<file path="src/include/udm_consts.svh">
`ifndef UDM_CONSTS_SVH
`define UDM_CONSTS_SVH
// register word indices, byte address is four times the index
`define UDM_IDX_RATE   14'h0C0A
`define UDM_IDX_CLR    14'h0C0B
`define UDM_IDX_RET    14'h0C0C
`define UDM_IDX_ECL    14'h0C0D
`define UDM_IDX_RST    14'h0C0E
`define UDM_IDX_PH     14'h0C0F
`define UDM_IDX_PM     14'h0C10
`define UDM_IDX_RH     14'h0C11
`define UDM_IDX_RM     14'h0C12
`define UDM_IDX_RPW    14'h0C13
`define UDM_IDX_RV     14'h0C14
`define UDM_IDX_RI     14'h0C15
`define UDM_IDX_PVA    14'h0C16
`define UDM_IDX_PVB    14'h0C17
`define UDM_IDX_FVA    14'h0C18
`define UDM_IDX_FVB    14'h0C19
`define UDM_IDX_KVA    14'h0C1A
`define UDM_IDX_KVB    14'h0C1B
`define UDM_IDX_ZC     14'h0C29
// reset values and limits
`define UDM_RATE_RST   16'h01F4
`define UDM_RATE_MAX   16'hC350
`define UDM_AUTO_RATE  16'h03E8
`define UDM_CLR_RST    2'h0
`define UDM_CLR_IDLE   2'h1
`define UDM_CLR_INACT  2'h2
`define UDM_CLR_ONCE   2'h3
`define UDM_CLR_MAX    32'h00000003
`define UDM_ONE        32'h00000001
`define UDM_RST_FULL   32'h00000002
`define UDM_MIN_MAX    6'h3B
`define UDM_HR_MAX     16'hFFFF
`define UDM_FINE       32'sh00000064
`define UDM_OFS_LIM    32'sh0063FF9C
// input bit positions
`define UDM_KU 0
`define UDM_KD 1
`define UDM_TU 2
`define UDM_TD 3
// times in their own units
`define UDM_CLK_NS     20
`define UDM_TICK_MS    10
`define UDM_MS_PER_CS  10
`define UDM_HOLD_MS    2000
`define UDM_MIN_S      60
`endif

</file>
<file path="src/include/udm_pkg.sv">
package udm_pkg;
    typedef enum logic [1:0] {
        UDM_NORM = 2'h0,
        UDM_SETF = 2'h1,
        UDM_HOLD = 2'h3
    } udm_disp_e;

    typedef struct packed {
        logic [3:0]         sy1;
        logic [3:0]         sy2;
        logic [3:0]         sy3;
        logic [3:0]         flt;
        logic               rdy;
        logic               err;
        logic [31:0]        rdata;
        logic [15:0]        rate;
        logic [1:0]         copt;
        logic               ret;
        logic               zc;
        logic               ecl;
        logic               rst_req;
        logic               rst_full;
        logic signed [31:0] ofs;
        logic               mod;
        logic               run_d;
        logic [31:0]        tick_cnt;
        logic [31:0]        hold_cnt;
        logic [31:0]        pmin_cnt;
        logic [31:0]        rmin_cnt;
        logic [21:0]        ptime;
        logic [21:0]        rtime;
        udm_disp_e          disp;
        logic               show;
        logic signed [17:0] fout;
        logic               nv_save;
        logic signed [31:0] nv_ofs;
    } udm_state_s;
endpackage

</file>
<file path="src/rtl/udm_top.sv">
// The APB slave port was left to the implementer.
`timescale 1ns/1ps
`include "udm_consts.svh"
// How it works
// - ramp rate register, zero means automatic rate
// - offset clear option, three clearing modes plus off
// - offset saved at power loss if enabled and modified
// - keyboard and terminal sources act independently
// - keyboard accepted only at monitor level
// - knob shows set frequency, two-second hold
// - terminal ramps at set rate, display unchanged
// - output is set frequency plus offset
// - writing one pulses energy meter clear
// - restore pulse, value two includes motor
// - powered time in hours and minutes
// - running time advances only while running
// - time counters are read only
// - rated power voltage current read only
// - firmware version words read only
// - zero crossing option lets down ramp pass zero
module udm_top #(
    parameter logic [31:0] TICK_CYC =
        32'(`UDM_TICK_MS * 1000000 / `UDM_CLK_NS),
    parameter logic [31:0] HOLD_CYC =
        32'(`UDM_HOLD_MS * 1000000 / `UDM_CLK_NS),
    parameter logic [31:0] MIN_CYC =
        32'((64'(`UDM_MIN_S) * 64'd1000000000) / 64'(`UDM_CLK_NS)),
    // rated and version values below are arbitrary
    parameter logic [15:0] RATED_PW = 16'h00A0,
    parameter logic [15:0] RATED_V  = 16'h017C,
    parameter logic [15:0] RATED_I  = 16'h0028,
    parameter logic [15:0] VER_PA   = 16'h0064,
    parameter logic [15:0] VER_PB   = 16'h03E8,
    parameter logic [15:0] VER_FA   = 16'h0064,
    parameter logic [15:0] VER_FB   = 16'h03E8,
    parameter logic [15:0] VER_KA   = 16'h0064,
    parameter logic [15:0] VER_KB   = 16'h03E8
) (
    input  wire logic               pclk,
    input  wire logic               presetn,
    input  wire logic               psel,
    input  wire logic               penable,
    input  wire logic               pwrite,
    input  wire logic [15:0]        paddr,
    input  wire logic [31:0]        pwdata,
    output logic                    pready,
    output logic [31:0]             prdata,
    output logic                    pslverr,
    input  wire logic               knob_fwd,
    input  wire logic               knob_rev,
    input  wire logic               term_up,
    input  wire logic               term_down,
    input  wire logic               monitor_level0,
    input  wire logic               running,
    input  wire logic [15:0]        set_freq,
    input  wire logic               power_fail,
    input  wire logic               nv_load,
    input  wire logic signed [31:0] nv_ofs_in,
    output logic signed [17:0]      freq_out,
    output logic                    show_set_freq,
    output logic                    energy_clear,
    output logic                    restore_req,
    output logic                    restore_full,
    output logic                    nv_save,
    output logic signed [31:0]      nv_ofs
);
    // ========================================
    // helpers
    // offset step in 1e-4 Hz units per tick
    function automatic logic signed [31:0] step(
        input logic [15:0] rt
    );
        return 32'(32'(rt) * `UDM_TICK_MS / `UDM_MS_PER_CS);
    endfunction
    // advance a packed hours/minutes word by a minute
    function automatic logic [21:0] tadv(input logic [21:0] t);
        logic [15:0] h;
        logic [5:0]  m;
        h = t[21:6];
        m = t[5:0];
        if (m != `UDM_MIN_MAX) begin
            m = 6'(m + 6'h1);
        end else if (h != `UDM_HR_MAX) begin
            h = 16'(h + 16'h1);
            m = 6'h0;
        end
        return {h, m};
    endfunction
    // value check per writable register
    function automatic logic wr_ok(
        input logic [13:0] ix,
        input logic [31:0] d
    );
        case (ix)
            `UDM_IDX_RATE: wr_ok = d <= 32'(`UDM_RATE_MAX);
            `UDM_IDX_CLR:  wr_ok = d <= `UDM_CLR_MAX;
            `UDM_IDX_RET,
            `UDM_IDX_ZC,
            `UDM_IDX_ECL:  wr_ok = d <= `UDM_ONE;
            `UDM_IDX_RST:  wr_ok = d <= `UDM_RST_FULL;
            default:       wr_ok = 1'b0;
        endcase
    endfunction
    // ========================================
    // state
    udm_pkg::udm_state_s r_reg;
    udm_pkg::udm_state_s r_next;
    logic [13:0]         idx;
    logic                acc;
    logic                tick;
    logic                ku;
    logic                kd;
    logic                tu;
    logic                td;
    logic                kb_act;
    logic                clr;
    logic [15:0]         trate;
    logic signed [31:0]  delta;
    logic signed [31:0]  osum;
    logic signed [31:0]  floor_v;
    logic signed [31:0]  set_fine;
    logic signed [17:0]  fsum;
    assign idx = paddr[15:2];
    assign acc = psel & penable & r_reg.rdy;
    // ========================================
    // next state
    always_comb begin
        r_next = r_reg;
        // three-stage sync, change taken when stages 2 and 3 agree
        r_next.sy1 = {term_down, term_up, knob_rev, knob_fwd};
        r_next.sy2 = r_reg.sy1;
        r_next.sy3 = r_reg.sy2;
        r_next.flt = (r_reg.sy2 & r_reg.sy3)
                   | (r_reg.flt & (r_reg.sy2 ^ r_reg.sy3));
        ku = monitor_level0 & r_reg.flt[`UDM_KU] & ~r_reg.flt[`UDM_KD];
        kd = monitor_level0 & r_reg.flt[`UDM_KD] & ~r_reg.flt[`UDM_KU];
        tu = r_reg.flt[`UDM_TU] & ~r_reg.flt[`UDM_TD];
        td = r_reg.flt[`UDM_TD] & ~r_reg.flt[`UDM_TU];
        kb_act = ku | kd;
        // apb: one wait state, answer built while pready rises
        r_next.rdy = psel & penable & ~r_reg.rdy;
        r_next.err = 1'b0;
        r_next.rdata = 32'h0;
        if (r_next.rdy) begin
            if (pwrite) begin
                r_next.err = ~wr_ok(idx, pwdata);
            end else begin
                case (idx)
                    `UDM_IDX_RATE: r_next.rdata = 32'(r_reg.rate);
                    `UDM_IDX_CLR:  r_next.rdata = 32'(r_reg.copt);
                    `UDM_IDX_RET:  r_next.rdata = 32'(r_reg.ret);
                    `UDM_IDX_ZC:   r_next.rdata = 32'(r_reg.zc);
                    `UDM_IDX_ECL,
                    `UDM_IDX_RST:  r_next.rdata = 32'h0;
                    `UDM_IDX_PH:   r_next.rdata = 32'(r_reg.ptime[21:6]);
                    `UDM_IDX_PM:   r_next.rdata = 32'(r_reg.ptime[5:0]);
                    `UDM_IDX_RH:   r_next.rdata = 32'(r_reg.rtime[21:6]);
                    `UDM_IDX_RM:   r_next.rdata = 32'(r_reg.rtime[5:0]);
                    `UDM_IDX_RPW:  r_next.rdata = 32'(RATED_PW);
                    `UDM_IDX_RV:   r_next.rdata = 32'(RATED_V);
                    `UDM_IDX_RI:   r_next.rdata = 32'(RATED_I);
                    `UDM_IDX_PVA:  r_next.rdata = 32'(VER_PA);
                    `UDM_IDX_PVB:  r_next.rdata = 32'(VER_PB);
                    `UDM_IDX_FVA:  r_next.rdata = 32'(VER_FA);
                    `UDM_IDX_FVB:  r_next.rdata = 32'(VER_FB);
                    `UDM_IDX_KVA:  r_next.rdata = 32'(VER_KA);
                    `UDM_IDX_KVB:  r_next.rdata = 32'(VER_KB);
                    default:       r_next.err = 1'b1;
                endcase
            end
        end
        // register writes, only on the completing edge
        r_next.ecl = 1'b0;
        r_next.rst_req = 1'b0;
        r_next.rst_full = 1'b0;
        if (acc & pwrite & ~r_reg.err) begin
            case (idx)
                `UDM_IDX_RATE: r_next.rate = pwdata[15:0];
                `UDM_IDX_CLR:  r_next.copt = pwdata[1:0];
                `UDM_IDX_RET:  r_next.ret = pwdata[0];
                `UDM_IDX_ZC:   r_next.zc = pwdata[0];
                `UDM_IDX_ECL:  r_next.ecl = pwdata == `UDM_ONE;
                `UDM_IDX_RST: begin
                    if (pwdata != 32'h0) begin
                        r_next.rst_req = 1'b1;
                        r_next.rst_full = pwdata == `UDM_RST_FULL;
                        r_next.rate = `UDM_RATE_RST;
                        r_next.copt = `UDM_CLR_RST;
                        r_next.ret = 1'b1;
                        r_next.zc = 1'b0;
                    end
                end
                default: ;
            endcase
        end
        tick = r_reg.tick_cnt == TICK_CYC - 32'h1;
        r_next.tick_cnt = tick ? 32'h0 : r_reg.tick_cnt + 32'h1;
        trate = (r_reg.rate == 16'h0) ? `UDM_AUTO_RATE : r_reg.rate;
        delta = 32'sh0;
        if (tick) begin
            if (ku) delta = delta + step(`UDM_AUTO_RATE);
            if (kd) delta = delta - step(`UDM_AUTO_RATE);
            if (tu) delta = delta + step(trate);
            if (td) delta = delta - step(trate);
        end
        osum = r_reg.ofs + delta;
        if (delta != 32'sh0) r_next.mod = 1'b1;
        // floor at zero output unless crossing
        set_fine = $signed({16'h0, set_freq}) * `UDM_FINE;
        floor_v = r_reg.zc ? -`UDM_OFS_LIM : -set_fine;
        if (delta < 32'sh0 && osum < floor_v) osum = floor_v;
        if (osum > `UDM_OFS_LIM) osum = `UDM_OFS_LIM;
        r_next.ofs = osum;
        if (nv_load & r_reg.ret) begin
            r_next.ofs = nv_ofs_in;
            r_next.mod = 1'b0;
        end
        r_next.run_d = running;
        case (r_reg.copt)
            `UDM_CLR_IDLE:  clr = ~running;
            `UDM_CLR_INACT: clr = ~(kb_act | tu | td);
            `UDM_CLR_ONCE:  clr = r_reg.run_d & ~running;
            default:        clr = 1'b0;
        endcase
        if (clr) begin
            r_next.ofs = 32'sh0;
            r_next.mod = 1'b0;
        end
        // save only when enabled and modified
        r_next.nv_save = power_fail & r_reg.ret & r_reg.mod;
        if (r_next.nv_save) begin
            r_next.nv_ofs = r_reg.ofs;
            // a step landing in the save cycle keeps the flag set
            r_next.mod = r_next.mod & (delta != 32'sh0);
        end
        // sum of set frequency and offset
        fsum = 18'($signed({2'b00, set_freq}))
             + 18'(r_next.ofs / `UDM_FINE);
        if (~r_reg.zc && fsum < 18'sh0) fsum = 18'sh0;
        r_next.fout = fsum;
        if (r_reg.pmin_cnt == MIN_CYC - 32'h1) begin
            r_next.pmin_cnt = 32'h0;
            r_next.ptime = tadv(r_reg.ptime);
        end else begin
            r_next.pmin_cnt = r_reg.pmin_cnt + 32'h1;
        end
        // running time, gated by run state
        if (running) begin
            if (r_reg.rmin_cnt == MIN_CYC - 32'h1) begin
                r_next.rmin_cnt = 32'h0;
                r_next.rtime = tadv(r_reg.rtime);
            end else begin
                r_next.rmin_cnt = r_reg.rmin_cnt + 32'h1;
            end
        end
        // display follows knob, holds after stop
        case (r_reg.disp)
            udm_pkg::UDM_NORM: begin
                if (kb_act) r_next.disp = udm_pkg::UDM_SETF;
            end
            udm_pkg::UDM_SETF: begin
                if (!kb_act) begin
                    r_next.disp = udm_pkg::UDM_HOLD;
                    r_next.hold_cnt = 32'h0;
                end
            end
            udm_pkg::UDM_HOLD: begin
                if (kb_act) begin
                    r_next.disp = udm_pkg::UDM_SETF;
                end else if (r_reg.hold_cnt == HOLD_CYC - 32'h1) begin
                    r_next.disp = udm_pkg::UDM_NORM;
                end else begin
                    r_next.hold_cnt = r_reg.hold_cnt + 32'h1;
                end
            end
            default: r_next.disp = udm_pkg::UDM_NORM;
        endcase
        r_next.show = r_next.disp != udm_pkg::UDM_NORM;
    end
    // ========================================
    // registers
    // retain option starts enabled, rate at 5.00 Hz/s
    always_ff @(posedge pclk or negedge presetn) begin
        if (!presetn) begin
            r_reg <= '0;
            r_reg.rate <= `UDM_RATE_RST;
            r_reg.ret <= 1'b1;
            r_reg.disp <= udm_pkg::UDM_NORM;
        end else begin
            r_reg <= r_next;
        end
    end
    // outputs straight from state
    assign pready = r_reg.rdy;
    assign prdata = r_reg.rdata;
    assign pslverr = r_reg.err;
    assign freq_out = r_reg.fout;
    assign show_set_freq = r_reg.show;
    assign energy_clear = r_reg.ecl;
    assign restore_req = r_reg.rst_req;
    assign restore_full = r_reg.rst_full;
    assign nv_save = r_reg.nv_save;
    assign nv_ofs = r_reg.nv_ofs;
    // ========================================
    // checks
    rate_range_a: assert property (
        @(posedge pclk) disable iff (!presetn)
        r_reg.rate <= `UDM_RATE_MAX)
        else $error("ramp rate out of range");
    clear_idle_a: assert property (
        @(posedge pclk) disable iff (!presetn)
        (r_reg.copt == `UDM_CLR_IDLE && !running) |=> r_reg.ofs == 0)
        else $error("offset not cleared while idle");
    no_save_a: assert property (
        @(posedge pclk) disable iff (!presetn)
        nv_save |-> $past(r_reg.ret) && $past(power_fail))
        else $error("offset saved while disabled");
    knob_gate_a: assert property (
        @(posedge pclk) disable iff (!presetn)
        (!monitor_level0 && !show_set_freq) |=> !show_set_freq)
        else $error("knob accepted outside monitor");
    hold_time_a: assert property (
        @(posedge pclk) disable iff (!presetn)
        $fell(show_set_freq) |->
            $past(r_reg.hold_cnt) == HOLD_CYC - 32'h1)
        else $error("display hold time wrong");
    sum_freq_a: assert property (
        @(posedge pclk) disable iff (!presetn)
        r_reg.zc |=> freq_out == 18'($signed({2'b00, $past(set_freq)}))
            + 18'(r_reg.ofs / `UDM_FINE))
        else $error("output not set plus offset");
    energy_pulse_a: assert property (
        @(posedge pclk) disable iff (!presetn)
        energy_clear |-> ##1 !energy_clear)
        else $error("energy clear not a pulse");
    min_range_a: assert property (
        @(posedge pclk) disable iff (!presetn)
        r_reg.ptime[5:0] <= `UDM_MIN_MAX
            && r_reg.rtime[5:0] <= `UDM_MIN_MAX)
        else $error("minutes field out of range");
    run_hold_a: assert property (
        @(posedge pclk) disable iff (!presetn)
        !running |=> $stable(r_reg.rtime))
        else $error("running time moved while stopped");
    ro_write_a: assert property (
        @(posedge pclk) disable iff (!presetn)
        (acc && pwrite && idx == `UDM_IDX_PH) |-> pslverr)
        else $error("counter write not refused");
    no_reverse_a: assert property (
        @(posedge pclk) disable iff (!presetn)
        !r_reg.zc |=> !freq_out[17])
        else $error("reverse output while prohibited");
endmodule
</file>
<file path="config.mk">
export PLATFORM = sky130hd
export DESIGN_NAME = udm_top
export DESIGN_NICKNAME = d
export VERILOG_FILES = /design/src/include/udm_pkg.sv /design/src/rtl/udm_top.sv
export VERILOG_INCLUDE_DIRS = /design/src /design/src/include
export SDC_FILE = /design/constraint.sdc
export NUM_CORES = 1
export LEC_CHECK = 0
export ABC_AREA = 1
export ABC_CLOCK_PERIOD_IN_PS = 37800
export BUFFER_PORTS_ARGS = -buffer_cell sky130_fd_sc_hd__buf_2
export CAP_MARGIN = 20
export CORE_MARGIN = 4
export CORE_UTILIZATION = 23
export CTS_CLUSTER_DIAMETER = 30
export DETAILED_ROUTE_END_ITERATION = 6
export GPL_ROUTABILITY_DRIVEN = 1
export PLACE_DENSITY = 0.35
export SYNTH_ARGS = -nofsm -noshare
export SYNTH_HDL_FRONTEND = slang
export SYNTH_SLANG_ARGS = --single-unit
</file>
<file path="constraint.sdc">
create_clock -name pclk -period 37.8 [get_ports pclk]
set_input_delay 1.89 -clock pclk [delete_from_list [all_inputs] [get_ports pclk]]
set_output_delay 1.89 -clock pclk [all_outputs]
set_load 0.1 [all_outputs]
</file>
Word-level counts from Yosys, hierarchy flattened
Index checks and enable logic that the tools add are counted.

Input port bits: 109. Register bits: 333.

$add $sub $neg: 14. Divide/modulo/power cells: 2. Reductions and logical operators: 27. Equal/unequal tests: 38. Bitwise gates (word level): 35. Muxes and demuxes: 51. $mul: 2. Magnitude comparators: 8.

Operators by type and width (count): two-way mux 32 bit (16); equality test 14 x 12 -> 1 bit, second input constant (19); case mux 16 bit (13 select lines) (1); adder 32 x 1 -> 32 bit, second input constant (4); two-way mux 33 bit (3); adder 32 bit (2); equality test 32 bit, second input constant (2); <= comparator 32 x 2 -> 1 bit, second input constant (2); case mux 32 bit (2 select lines) (1); nonzero test 32 bit (2); adder 16 x 1 -> 16 bit, second input constant (2); divider 20 x 4 -> 32 bit, second input constant (1); divider 32 x 8 -> 32 bit, second input constant (1); equality test 32 x 1 -> 1 bit, second input constant (1); equality test 32 x 19 -> 1 bit, second input constant (1); equality test 32 x 2 -> 1 bit, second input constant (1); equality test 32 x 27 -> 1 bit, second input constant (1); > comparator 32 x 24 -> 1 bit, second input constant (1); <= comparator 32 x 1 -> 1 bit, second input constant (1); <= comparator 32 x 16 -> 1 bit, second input constant (1); < comparator 32 x 1 -> 1 bit, second input constant (1); < comparator 32 bit (1); two-way mux 16 bit (2); != test 16 bit, second input constant (2); other kinds (40) (108).

Logic depth before layout (Yosys ltp)
Gate-level depths: netlist (run 1).

Word-level depth: 26. Gate-level depth with buffers: 323.

Least setup slack after synthesis (run 1)
Ideal clock, no wire load.

Kind: register -> register. Start: reg r_reg[268] (netlist name). End: reg r_reg, in the netlist freq_out[7]. Setup time: 0.137 ns. Arrival time: 29.275 ns. Clock period less this slack: 29.412 ns. Path slack: 8.388 ns. Stages on the path, launching flop included: 284. Data required time: 37.663 ns. Path buffers: 5. Path through: dfrtp_1 > buf_6 > nor4_1 > nand4_1 > nand2_1 > ha_1 > ha_1 > or2_1 > and2_1 > nand3_1 > nand3_2 > xor2_2 > inv_2 > nor2_2 > nand2_4 > nand2_4 > nand2_2 > nand2_1 > (+248 left out) > nand2_1 > a21oi_1 > or2_2 > nand2_1 > a21oi_1 > nor2_1 > o21ai_0 > nand2_1 > nand2_1 > nand2_1 > nand3_1 > nand2_1 > nand2_4 > inv_1 > nand4_2 > nand2_4 > buf_8 > a21oi_2.

Word-level cells in the longest chain between the ends: 23. Elaborated cells on any way between the ends: 24. Those cells by class: add/sub: 4; mul: 1; div: 2; order compare: 4; mux: 10; reduce/logical: 3.

RTL lines: start, declared (line udm_top.sv:106) `udm_pkg::udm_state_s r_reg;`; start signal, assigned (line udm_top.sv:290) `r_reg <= r_next;`; zero test 16 bit (line udm_top.sv:198) `` trate = (r_reg.rate == 16'h0) ? `UDM_AUTO_RATE : r_reg.rate; ``; two-way mux 16 bit * (line udm_top.sv:198); multiplier 16 x 3 -> 19 bit (no line) *; divider 20 x 4 -> 32 bit (no line) *; adder 32 bit (line udm_top.sv:203) `if (tu) delta = delta + step(trate);`; two-way mux 32 bit (line udm_top.sv:203); two-way mux 32 bit (line udm_top.sv:200) `if (tick) begin`; subtractor 32 bit (line udm_top.sv:204) `if (td) delta = delta - step(trate);`; (+8 left out); two-way mux 33 bit * (line udm_top.sv:214) `if (nv_load & r_reg.ret) begin`; two-way mux 33 bit * (line udm_top.sv:225) `if (clr) begin`; divider 32 x 8 -> 32 bit (no line) *; adder 17 x 18 -> 18 bit * (line udm_top.sv:237) `fsum = 18'($signed({2'b00, set_freq}))`; < comparator 18 x 1 -> 1 bit (line udm_top.sv:239) `if (~r_reg.zc && fsum < 18'sh0) fsum = 18'sh0;`; logical AND 1 bit (line udm_top.sv:239); two-way mux 18 bit * (line udm_top.sv:239); net fsum[7] (line udm_top.sv:122) `logic signed [17:0] fsum;`.

The timed path passes the listed nets; every way through them passes the cells marked *. The select of a mux whose other input is x is not followed. A chain may end at the register's enable or synchronous reset.

Final worst setup path (run 1)
Start: reg r_reg[280] (netlist name). End: reg r_reg, in the netlist freq_out[14].

Same word-level chain as after synthesis.

==> results of run 1 <==
[layout make-up]
class                           instances  share of cell area [%]
Clock buffer                          167                   8.548
Inverter                              797                   7.798
Clock inverter                         43                   1.146
Sequential cell                       317                   20.33
Timing Repair Buffer                  232                   3.605
Multi-Input combinational cell       3398                   52.56
Tap cell                             1876                   6.006
[cells by family after synthesis]
| group | synth area share [%] |
|---|---|
| buf+inv | 13.07 |
| other cells | 0.01165 |
| compound gates | 11.28 |
| simple gates | 36.93 |
| xor+xnor | 5.267 |
| fa+ha+maj | 8.746 |
| mux | 0.03110 |
| flops | 24.67 |
[per-layer routing]
| metal | global-route usage, % | vias up |
|---|---|---|
| li1 | - | 15470 |
| met1 | 20.10 | 13670 |
| met2 | 22.07 | 438 |
| met3 | 2.700 | 117 |
| met4 | 3.755 | 2 |
| met5 | 0 | - |
[worst max-delay path: cells and delay by family (launching register included)]
kind | cells | cell delay (ps)
adder cells (fa/ha/maj) | 10 | 2920
buffers and inverters | 14 | 1350
AND/OR/NAND/NOR | 209 | 22840
XOR/XNOR | 4 | 750
flip-flops | 1 | 480
AO/OA/AOI/OAI | 35 | 5500
[what timing repair did]
| item | 4_1_cts | 5_1_grt |
|---|---|---|
| gates resized for setup | 0 | 101 |
| buffers inserted | 0 | 30 |
| hold endpoints to repair | 0 | 0 |
| setup endpoints to repair | 0 | 18 |
| hold buffers | 0 | 0 |
[synthesized netlist by cell type (37+ instances only)]
library cell | n | area (um2)
o21ai_0 | 181 | 905.9
nor4_1 | 64 | 400.4
a21oi_1 | 224 | 1121
inv_2 | 53 | 198.9
ha_1 | 201 | 2515
xor2_1 | 151 | 1323
nand2_2 | 195 | 1220
nand3_1 | 294 | 1471
buf_4 | 83 | 623.1
xnor2_1 | 37 | 324.1
nand4_1 | 116 | 725.7
nand2_4 | 108 | 1216
nor2_1 | 429 | 1610
dfrtp_1 | 310 | 7757
nand3_2 | 40 | 400.4
nand2_1 | 912 | 3423
nor3_1 | 101 | 505.5
inv_1 | 721 | 2706
[through the flow]
step	cell area, um2	hold slack (ps)	worst slack [ps]
detailed placement	34510	335.6	1274
floorplan	32240	331.2	8388
CTS	38300	343.9	1130
global route	39080	347.4	-84.58
finish	39080	340.9	3688
global placement	34510	336.1	1237
[worst min-delay path by stage]
stage                     startpoint               endpoint  slack, ps
5_1_grt        r_next[325]$_DFF_PN0_  r_next[321]$_DFF_PN0_        350
3_5_place_dp   r_next[326]$_DFF_PN0_  r_next[322]$_DFF_PN0_        340
6_report       r_next[326]$_DFF_PN0_  r_next[322]$_DFF_PN0_        340
4_1_cts        r_next[326]$_DFF_PN0_  r_next[322]$_DFF_PN0_        340
2_1_floorplan  r_next[325]$_DFF_PN0_  r_next[321]$_DFF_PN0_        330
3_3_place_gp   r_next[326]$_DFF_PN0_  r_next[322]$_DFF_PN0_        340
==> flow_summary_export.csv, run 1 <==
group,metric,value,unit
routing,highest_layer,"met5",
floorplanning,num_io_pins,198,
place,portBuffers,179,
setup_path,worst-r2r-setup-slack,3690,ps
routing,routed-wl-met3,4.349,mm
global_routing,grt_pass1_vias,29360,
routing,wl_met2,45.74,mm
cts,cts-buffers-inserted,113,
setup_path,critPathMostFrequentCell,"nand2_2",
sta,finalCriticalPeriod,34110,ps
routing,antenna_left,0,
setup_path,path_max_fanout,12,
finish,multiInputGateArea,20540,um2
routing,drc,0,
floorplanning,die_height,382.1,um
min_path,hold_depth,0,
global_routing,grt_max_degree,141,
sta,clock_skew,75.11,ps
floorplanning,die-area,146000,um2
cts,clkTransAtPathRegs,40,ps
cts,cts.sinks,317,
sta,setup_tns,0,ps
sta,setup_viol,0,
routing,drt-met1-wl,53.77,mm
finish,nNetsFinal,5184,
finish,layout_common_cells,"901 x nand2_1, 720 x inv_1, 423 x nor2_1",
setup_path,reg2reg_from,"r_reg[280]$_DFFE_PN0P_",
floorplanning,rows,137,
sta,drv_slew,0,
yosys,synth_seq_cells,317,
yosys,ys.warnings.count,0,
yosys,netlist_area,32190,um2
yosys,synthCells,4641,
yosys,ys_seq_area_share,24.67,%
finish,area_growth,21.43,%
routing,firstDrtPassIters,5,
cts,clockBufferDepth,3,
place,hpwl,84.80,mm
setup_path,slowest_delay,480,ps
routing,wl,106.2,mm
global_routing,antenna_found_initial,3,
global_routing,gr-total-overflow,0,
cts,cts_tree,"built",
finish,n_antenna_cell,0,
sta,worst_pin_slew,1143,ps
sta,fmax,29.31,MHz
sta,period_share,90.24,%
floorplanning,core-area,139200,um2
finish,final_util,28.08,%
sta,timing.slew.headroom,23.07,%
setup_path,setup.worst_path.end,"freq_out[14]$_DFF_PN0_",
finish,fill_cells,15570,
setup_path,critPathLaunch,"r_reg[280]$_DFFE_PN0P_",
finish,drive_gt1_share,20.71,%
cts,clock_latency,710,ps
place,dp.cells,6581,
finish,largest_reg_flops,236,
global_routing,grt_pass1_wl,165.9,mm
setup_path,r2r_cells,272,
setup_path,startpoint_type,"flip-flop",
cts,cts.htree.levels,3,
setup_path,path_class,"reg2reg",
routing,viasPerCell,4.348,
place,place.gp.congestion,0.8272,
setup_path,rr_endpoint,"freq_out[14]$_DFF_PN0_",
yosys,synth-edff-count,0,
yosys,synthArstFlopShare,100.0,%
floorplanning,initial_utilization,23.12,%
yosys,syn_avg_cell_area,6.935,um2
cts,cts_root_buffer,"clkbuf_16",
setup_path,critPathSlowestCell,"dfrtp_2",
finish,stdcell_count,6830,
yosys,synthFlopType,"dfrtp_1",
setup_path,required,38320,ps
routing,wire_per_inst,15.55,um
setup_path,end_kind,"flip-flop",
setup_path,worstPathArrival,34630,ps
finish,final_common_cell,"nand2_1",
floorplanning,die_w,382.1,um
run,cap_violations,0,
routing,via_count,29700,
yosys,ys_types,89,
finish,seq_area,7948,um2
routing,first_iter_violations,1638,
sta,hold_violations,0,
outcome,outcome,"completed",
global_routing,global_route.usage.total,14.21,%
min_path,hold_path.class,"reg2reg",
Power of run 1 is not shown: default switching activity piles up to over one toggle a cycle in this logic, so the estimate is an artifact.
==> inputs of run 2 (changes only) <==
--- a/config.mk
+++ b/config.mk
@@ -16,6 +16,7 @@
 export DETAILED_ROUTE_END_ITERATION = 6
 export GPL_ROUTABILITY_DRIVEN = 1
 export PLACE_DENSITY = 0.35
+export REMOVE_ABC_BUFFERS = 1
 export SYNTH_ARGS = -nofsm -noshare
 export SYNTH_HDL_FRONTEND = slang
 export SYNTH_SLANG_ARGS = --single-unit
==> flow_summary_export.csv, run 2 (synthesized netlist as in run 1, its figures left out) <==
group,metric,value,unit
global_routing,grt_pass1_wl,166.3,mm
cts,clock_latency,730,ps
setup_path,critPathMostFrequentCell,"nand2_2",
finish,largest_reg_flops,236,
cts,cts.sinks,317,
finish,area_growth,21.49,%
cts,cts-buffers-inserted,105,
setup_path,required,38310,ps
global_routing,grt_max_degree,88,
sta,fmax,29.46,MHz
cts,cts_root_buffer,"clkbuf_16",
setup_path,path_max_fanout,18,
sta,drv_slew,0,
finish,nNetsFinal,5177,
sta,hold_violations,0,
finish,stdcell_area,39110,um2
min_path,hold_path.class,"reg2reg",
setup_path,worstPathArrival,34460,ps
floorplanning,num_io_pins,198,
sta,worst_pin_slew,1027,ps
place,place.gp.congestion,0.8094,
finish,layout_common_cells,"907 x nand2_1, 720 x inv_1, 422 x nor2_1",
setup_path,critPathSlowestCell,"dfrtp_1",
routing,viasPerCell,4.343,
sta,finalCriticalPeriod,33950,ps
finish,final_common_cell,"nand2_1",
cts,clkTransAtPathRegs,40,ps
cts,cts.htree.levels,3,
routing,drc,0,
cts,clockBufferDepth,3,
cts,cts_tree,"built",
run,cap_violations,0,
sta,setup_viol,0,
sta,period_share,89.81,%
floorplanning,core-area,139200,um2
floorplanning,rows,137,
setup_path,slowest_delay,510,ps
routing,via_count,29620,
sta,clock_skew,90.43,ps
routing,first_iter_violations,1673,
routing,wl,106.1,mm
floorplanning,die_w,382.1,um
place,dpl_cell_area,34550,um2
floorplanning,initial_utilization,23.12,%
global_routing,antenna_found_initial,8,
place,hpwl,84.96,mm
setup_path,startpoint_type,"flip-flop",
global_routing,gr-total-overflow,0,
outcome,outcome,"completed",
place,portBuffers,179,
setup_path,end_kind,"flip-flop",
routing,firstDrtPassIters,6,
routing,antenna_left,0,
finish,fill_cells,15600,
floorplanning,die_height,382.1,um
sta,timing.slew.headroom,31.36,%
finish,final_util,28.10,%
floorplanning,die-area,146000,um2
global_routing,grt_pass1_vias,29450,
global_routing,global_route.usage.total,14.23,%
setup_path,path_class,"reg2reg",
finish,drive_gt1_share,20.43,%
routing,wire_per_inst,15.56,um
run 2: cell count changes in the layout (fill, tap and decap cells not counted), moves of 4 or more:
cell,before,now
clkbuf_1,23,17
nand2_2,205,197
clkinv_2,41,26
bufinv_16,4,15
o21ai_1,30,26
a21oi_1,209,213
nand2_1,901,907
clkbuf_16,115,106
buf_4,46,51
a21oi_2,38,33
run 2: routing by layer:
layer	wire [um]	share of wire, %	global-route usage (%)	vias to the layer above
li1	-	-	-	15440
met3	4301	4.1	2.669	99
met2	45780	43	22.13	401
met1	53870	51	20.11	13670
met5	42	0.040	0	-
met4	2113	2.0	3.868	6
run 2: final cells by class:
class	count	area [um2]	share of cell area, %
Clock buffer	153	3118	7.973
Multi-Input combinational cell	3398	20540	52.53
Antenna cell	3	7.507	0.01920
Tap cell	1876	2347	6.002
Clock inverter	42	744.5	1.904
Sequential cell	317	7944	20.31
Timing Repair Buffer	233	1354	3.462
Inverter	797	3048	7.794
run 2: path summary, 6_finish.rpt:
kind / startpoint / end / slack, ps / depth (start not counted)
max: r_reg[277]$_DFFE_PN0P_ / freq_out[5]$_DFF_PN0_ / 3850 / 272
min: r_next[327]$_DFF_PN0_ / r_next[323]$_DFF_PN0_ / 320 / 0
max reg2reg: r_reg[277]$_DFFE_PN0P_ / freq_out[5]$_DFF_PN0_ / 3850 / 272
min reg2reg: r_next[327]$_DFF_PN0_ / r_next[323]$_DFF_PN0_ / 320 / 0
max in group asynchronous: presetn / r_reg[207]$_DFF_PN0_ / 34380 / 3
min in group asynchronous: presetn / r_reg[160]$_DFF_PN0_ / 1200 / 1
run 2: per-stage QoR:
stage                     cells  setup slack (ps)  hold slack, ps  setup TNS (ps)
final                      6819              3851           316.1               0
after floorplan            4506              6899           331.2               0
after global placement     6586              1554           337.2               0
after CTS                  6781              1479           308.2               0
after detailed placement   6586              1593           338.6               0
after global routing       6816            -54.53           317.8          -347.2
run 2: repair_timing:
item	in CTS	in global routing
buffers inserted	0	28
resized for setup	0	86
setup endpoints to repair	0	18
hold buffers	0	0
run 2: worst max-delay path: cells and delay by family (launching register included):
family          cells  cell delay [ps]
compound gates     31             4680
xor+xnor            3              700
fa+ha+maj           9             2850
buf+inv            23             2120
flops               1              510
simple gates      206            22810
Power of run 2 is left out for the same reason.
==> inputs of run 3 (changes only) <==
--- a/config.mk
+++ b/config.mk
@@ -16,6 +16,7 @@
 export DETAILED_ROUTE_END_ITERATION = 6
 export GPL_ROUTABILITY_DRIVEN = 1
 export PLACE_DENSITY = 0.35
+export RECOVER_POWER = 50
 export REMOVE_ABC_BUFFERS = 1
 export SYNTH_ARGS = -nofsm -noshare
 export SYNTH_HDL_FRONTEND = slang
==> flow_summary_export.csv, run 3 (synthesized netlist as in run 1, its figures left out) <==
group,metric,value,unit
routing,firstDrtPassIters,5,
cts,cts-buffers-inserted,105,
setup_path,slowest_delay,510,ps
floorplanning,die_height,382.1,um
setup_path,rr_endpoint,"freq_out[5]$_DFF_PN0_",
floorplanning,die-area,146000,um2
setup_path,worstPathArrival,34480,ps
place,hpwl,84.96,mm
finish,final_common_cell,"nand2_1",
floorplanning,core-area,139200,um2
min_path,hold_path.class,"reg2reg",
cts,cts_root_buffer,"clkbuf_16",
finish,drive_gt1_share,20.14,%
cts,clock_latency,730,ps
finish,stdcell_area,39050,um2
finish,layout_common_cells,"907 x nand2_1, 720 x inv_1, 422 x nor2_1",
outcome,violations,"capacitance limit, slew limit",
setup_path,required,38310,ps
global_routing,antenna_found_initial,7,
setup_path,worst-r2r-setup-slack,3830,ps
setup_path,end_kind,"flip-flop",
cts,holdBufCountCts,0,
cts,clkTransAtPathRegs,40,ps
setup_path,r2r_cells,267,
floorplanning,num_io_pins,198,
finish,fill_cells,15610,
cts,clockBufferDepth,3,
routing,wire_per_inst,15.55,um
global_routing,grt_pass1_wl,166.3,mm
routing,wl,106.0,mm
sta,hold_violations,0,
sta,timing.slew.headroom,-239.9,%
floorplanning,rows,137,
setup_path,critPathSlowestCell,"dfrtp_1",
sta,clock_skew,90.42,ps
global_routing,gr-total-overflow,0,
sta,drv_slew,295,
global_routing,grt_max_degree,88,
sta,period_share,89.86,%
finish,largest_reg_flops,236,
global_routing,grt_pass1_vias,29450,
finish,nNetsFinal,5177,
cts,cts.htree.levels,3,
routing,antenna_left,0,
setup_path,cpLargestDelayFamily,"simple AND/OR/NAND/NOR gates",
place,portBuffers,179,
setup_path,critPathMostFrequentCell,"nand2_2",
routing,first_iter_violations,1663,
sta,fmax,29.44,MHz
setup_path,path_class,"reg2reg",
floorplanning,initial_utilization,23.12,%
setup_path,path_max_fanout,18,
min_path,hold_depth,0,
run,cap_violations,5,
cts,cts.sinks,317,
sta,worst_pin_slew,5098,ps
floorplanning,die_w,382.1,um
global_routing,global_route.usage.total,14.23,%
cts,cts_tree,"built",
setup_path,reg2reg_from,"r_reg[277]$_DFFE_PN0P_",
routing,viasPerCell,4.339,
place,dpl_cell_area,34550,um2
min_path,worstHoldStart,"r_next[327]$_DFF_PN0_",
routing,via_count,29580,
place,place.gp.congestion,0.8094,
outcome,outcome,"complete, but fails checks",
setup_path,worst-path-buf-inv,17,
sta,setup_viol,0,
routing,drc,0,
setup_path,startpoint_type,"flip-flop",
sta,finalCriticalPeriod,33970,ps
min_path,holdPathEnd,"r_next[323]$_DFF_PN0_",
finish,area_growth,21.33,%
run 3: changes by cell type in the layout (fill, tap and decap cells not counted), sizes merged:
cell and delta:
buf -13, clkbuf +13, diode -1
run 3: final cells by class:
| cell class | count | area, um2 | area share (%) |
|---|---|---|---|
| timing repair buffer | 233 | 1308 | 3.348 |
| clock buffer | 153 | 3118 | 7.984 |
| sequential | 317 | 7944 | 20.34 |
| clock inverter | 42 | 744.5 | 1.906 |
| multi-input combinational | 3398 | 20540 | 52.59 |
| antenna | 2 | 5.005 | 0.01282 |
| inverter | 797 | 3048 | 7.805 |
| tap | 1876 | 2347 | 6.011 |
run 3: worst max path at each step:
stage / startpoint / end / cells after the start
3_5_place_dp: r_reg[279]$_DFFE_PN0P_ / freq_out[0]$_DFF_PN0_ / 271
4_1_cts: r_reg[279]$_DFFE_PN0P_ / freq_out[0]$_DFF_PN0_ / 273
6_report: r_reg[277]$_DFFE_PN0P_ / freq_out[5]$_DFF_PN0_ / 267
3_3_place_gp: r_reg[279]$_DFFE_PN0P_ / freq_out[4]$_DFF_PN0_ / 269
2_1_floorplan: r_reg[268]$_DFFE_PN0P_ / freq_out[0]$_DFF_PN0_ / 278
5_1_grt: r_reg[267]$_DFFE_PN0P_ / freq_out[5]$_DFF_PN0_ / 284
run 3: what timing repair did:
item	4_1_cts	5_1_grt
setup endpoints to repair	0	18
setup buffers	0	28
gates resized for setup	0	86
run 3: per-stage QoR:
step | hold slack, ps | TNS, ps | std cells | utilization (%) | setup slack, ps
floorplan | 331.2 | 0 | 4506 | - | 6899
global placement | 337.2 | 0 | 6586 | 24.82 | 1554
detailed placement | 338.6 | 0 | 6586 | 24.82 | 1593
CTS | 308.2 | 0 | 6781 | 27.59 | 1479
global route | 317.8 | -358.4 | 6816 | 28.05 | -55.32
finish | 315.4 | 0 | 6818 | 28.06 | 3832
run 3: worst register-to-register path, delay by kind of cell, from the launching register on:
kind                       cells  cell delay, ps
buffers and inverters         17            1800
and+or+nand+nor              202           22380
AOI/OAI and AO/OA             34            5460
DFF                            1             510
xor gates and xnor gates       5             960
adders and majority gates      9            2720
run 3: metal layers:
| layer | vias to the layer above | share of wire, % | GRT usage [%] |
|---|---|---|---|
| met1 | 13640 | 51 | 20.11 |
| met4 | 6 | 2.0 | 3.868 |
| met3 | 99 | 4.2 | 2.669 |
| met5 | - | 0.040 | 0 |
| li1 | 15440 | - | - |
| met2 | 401 | 43 | 22.13 |
Power of run 3 is left out for the same reason.
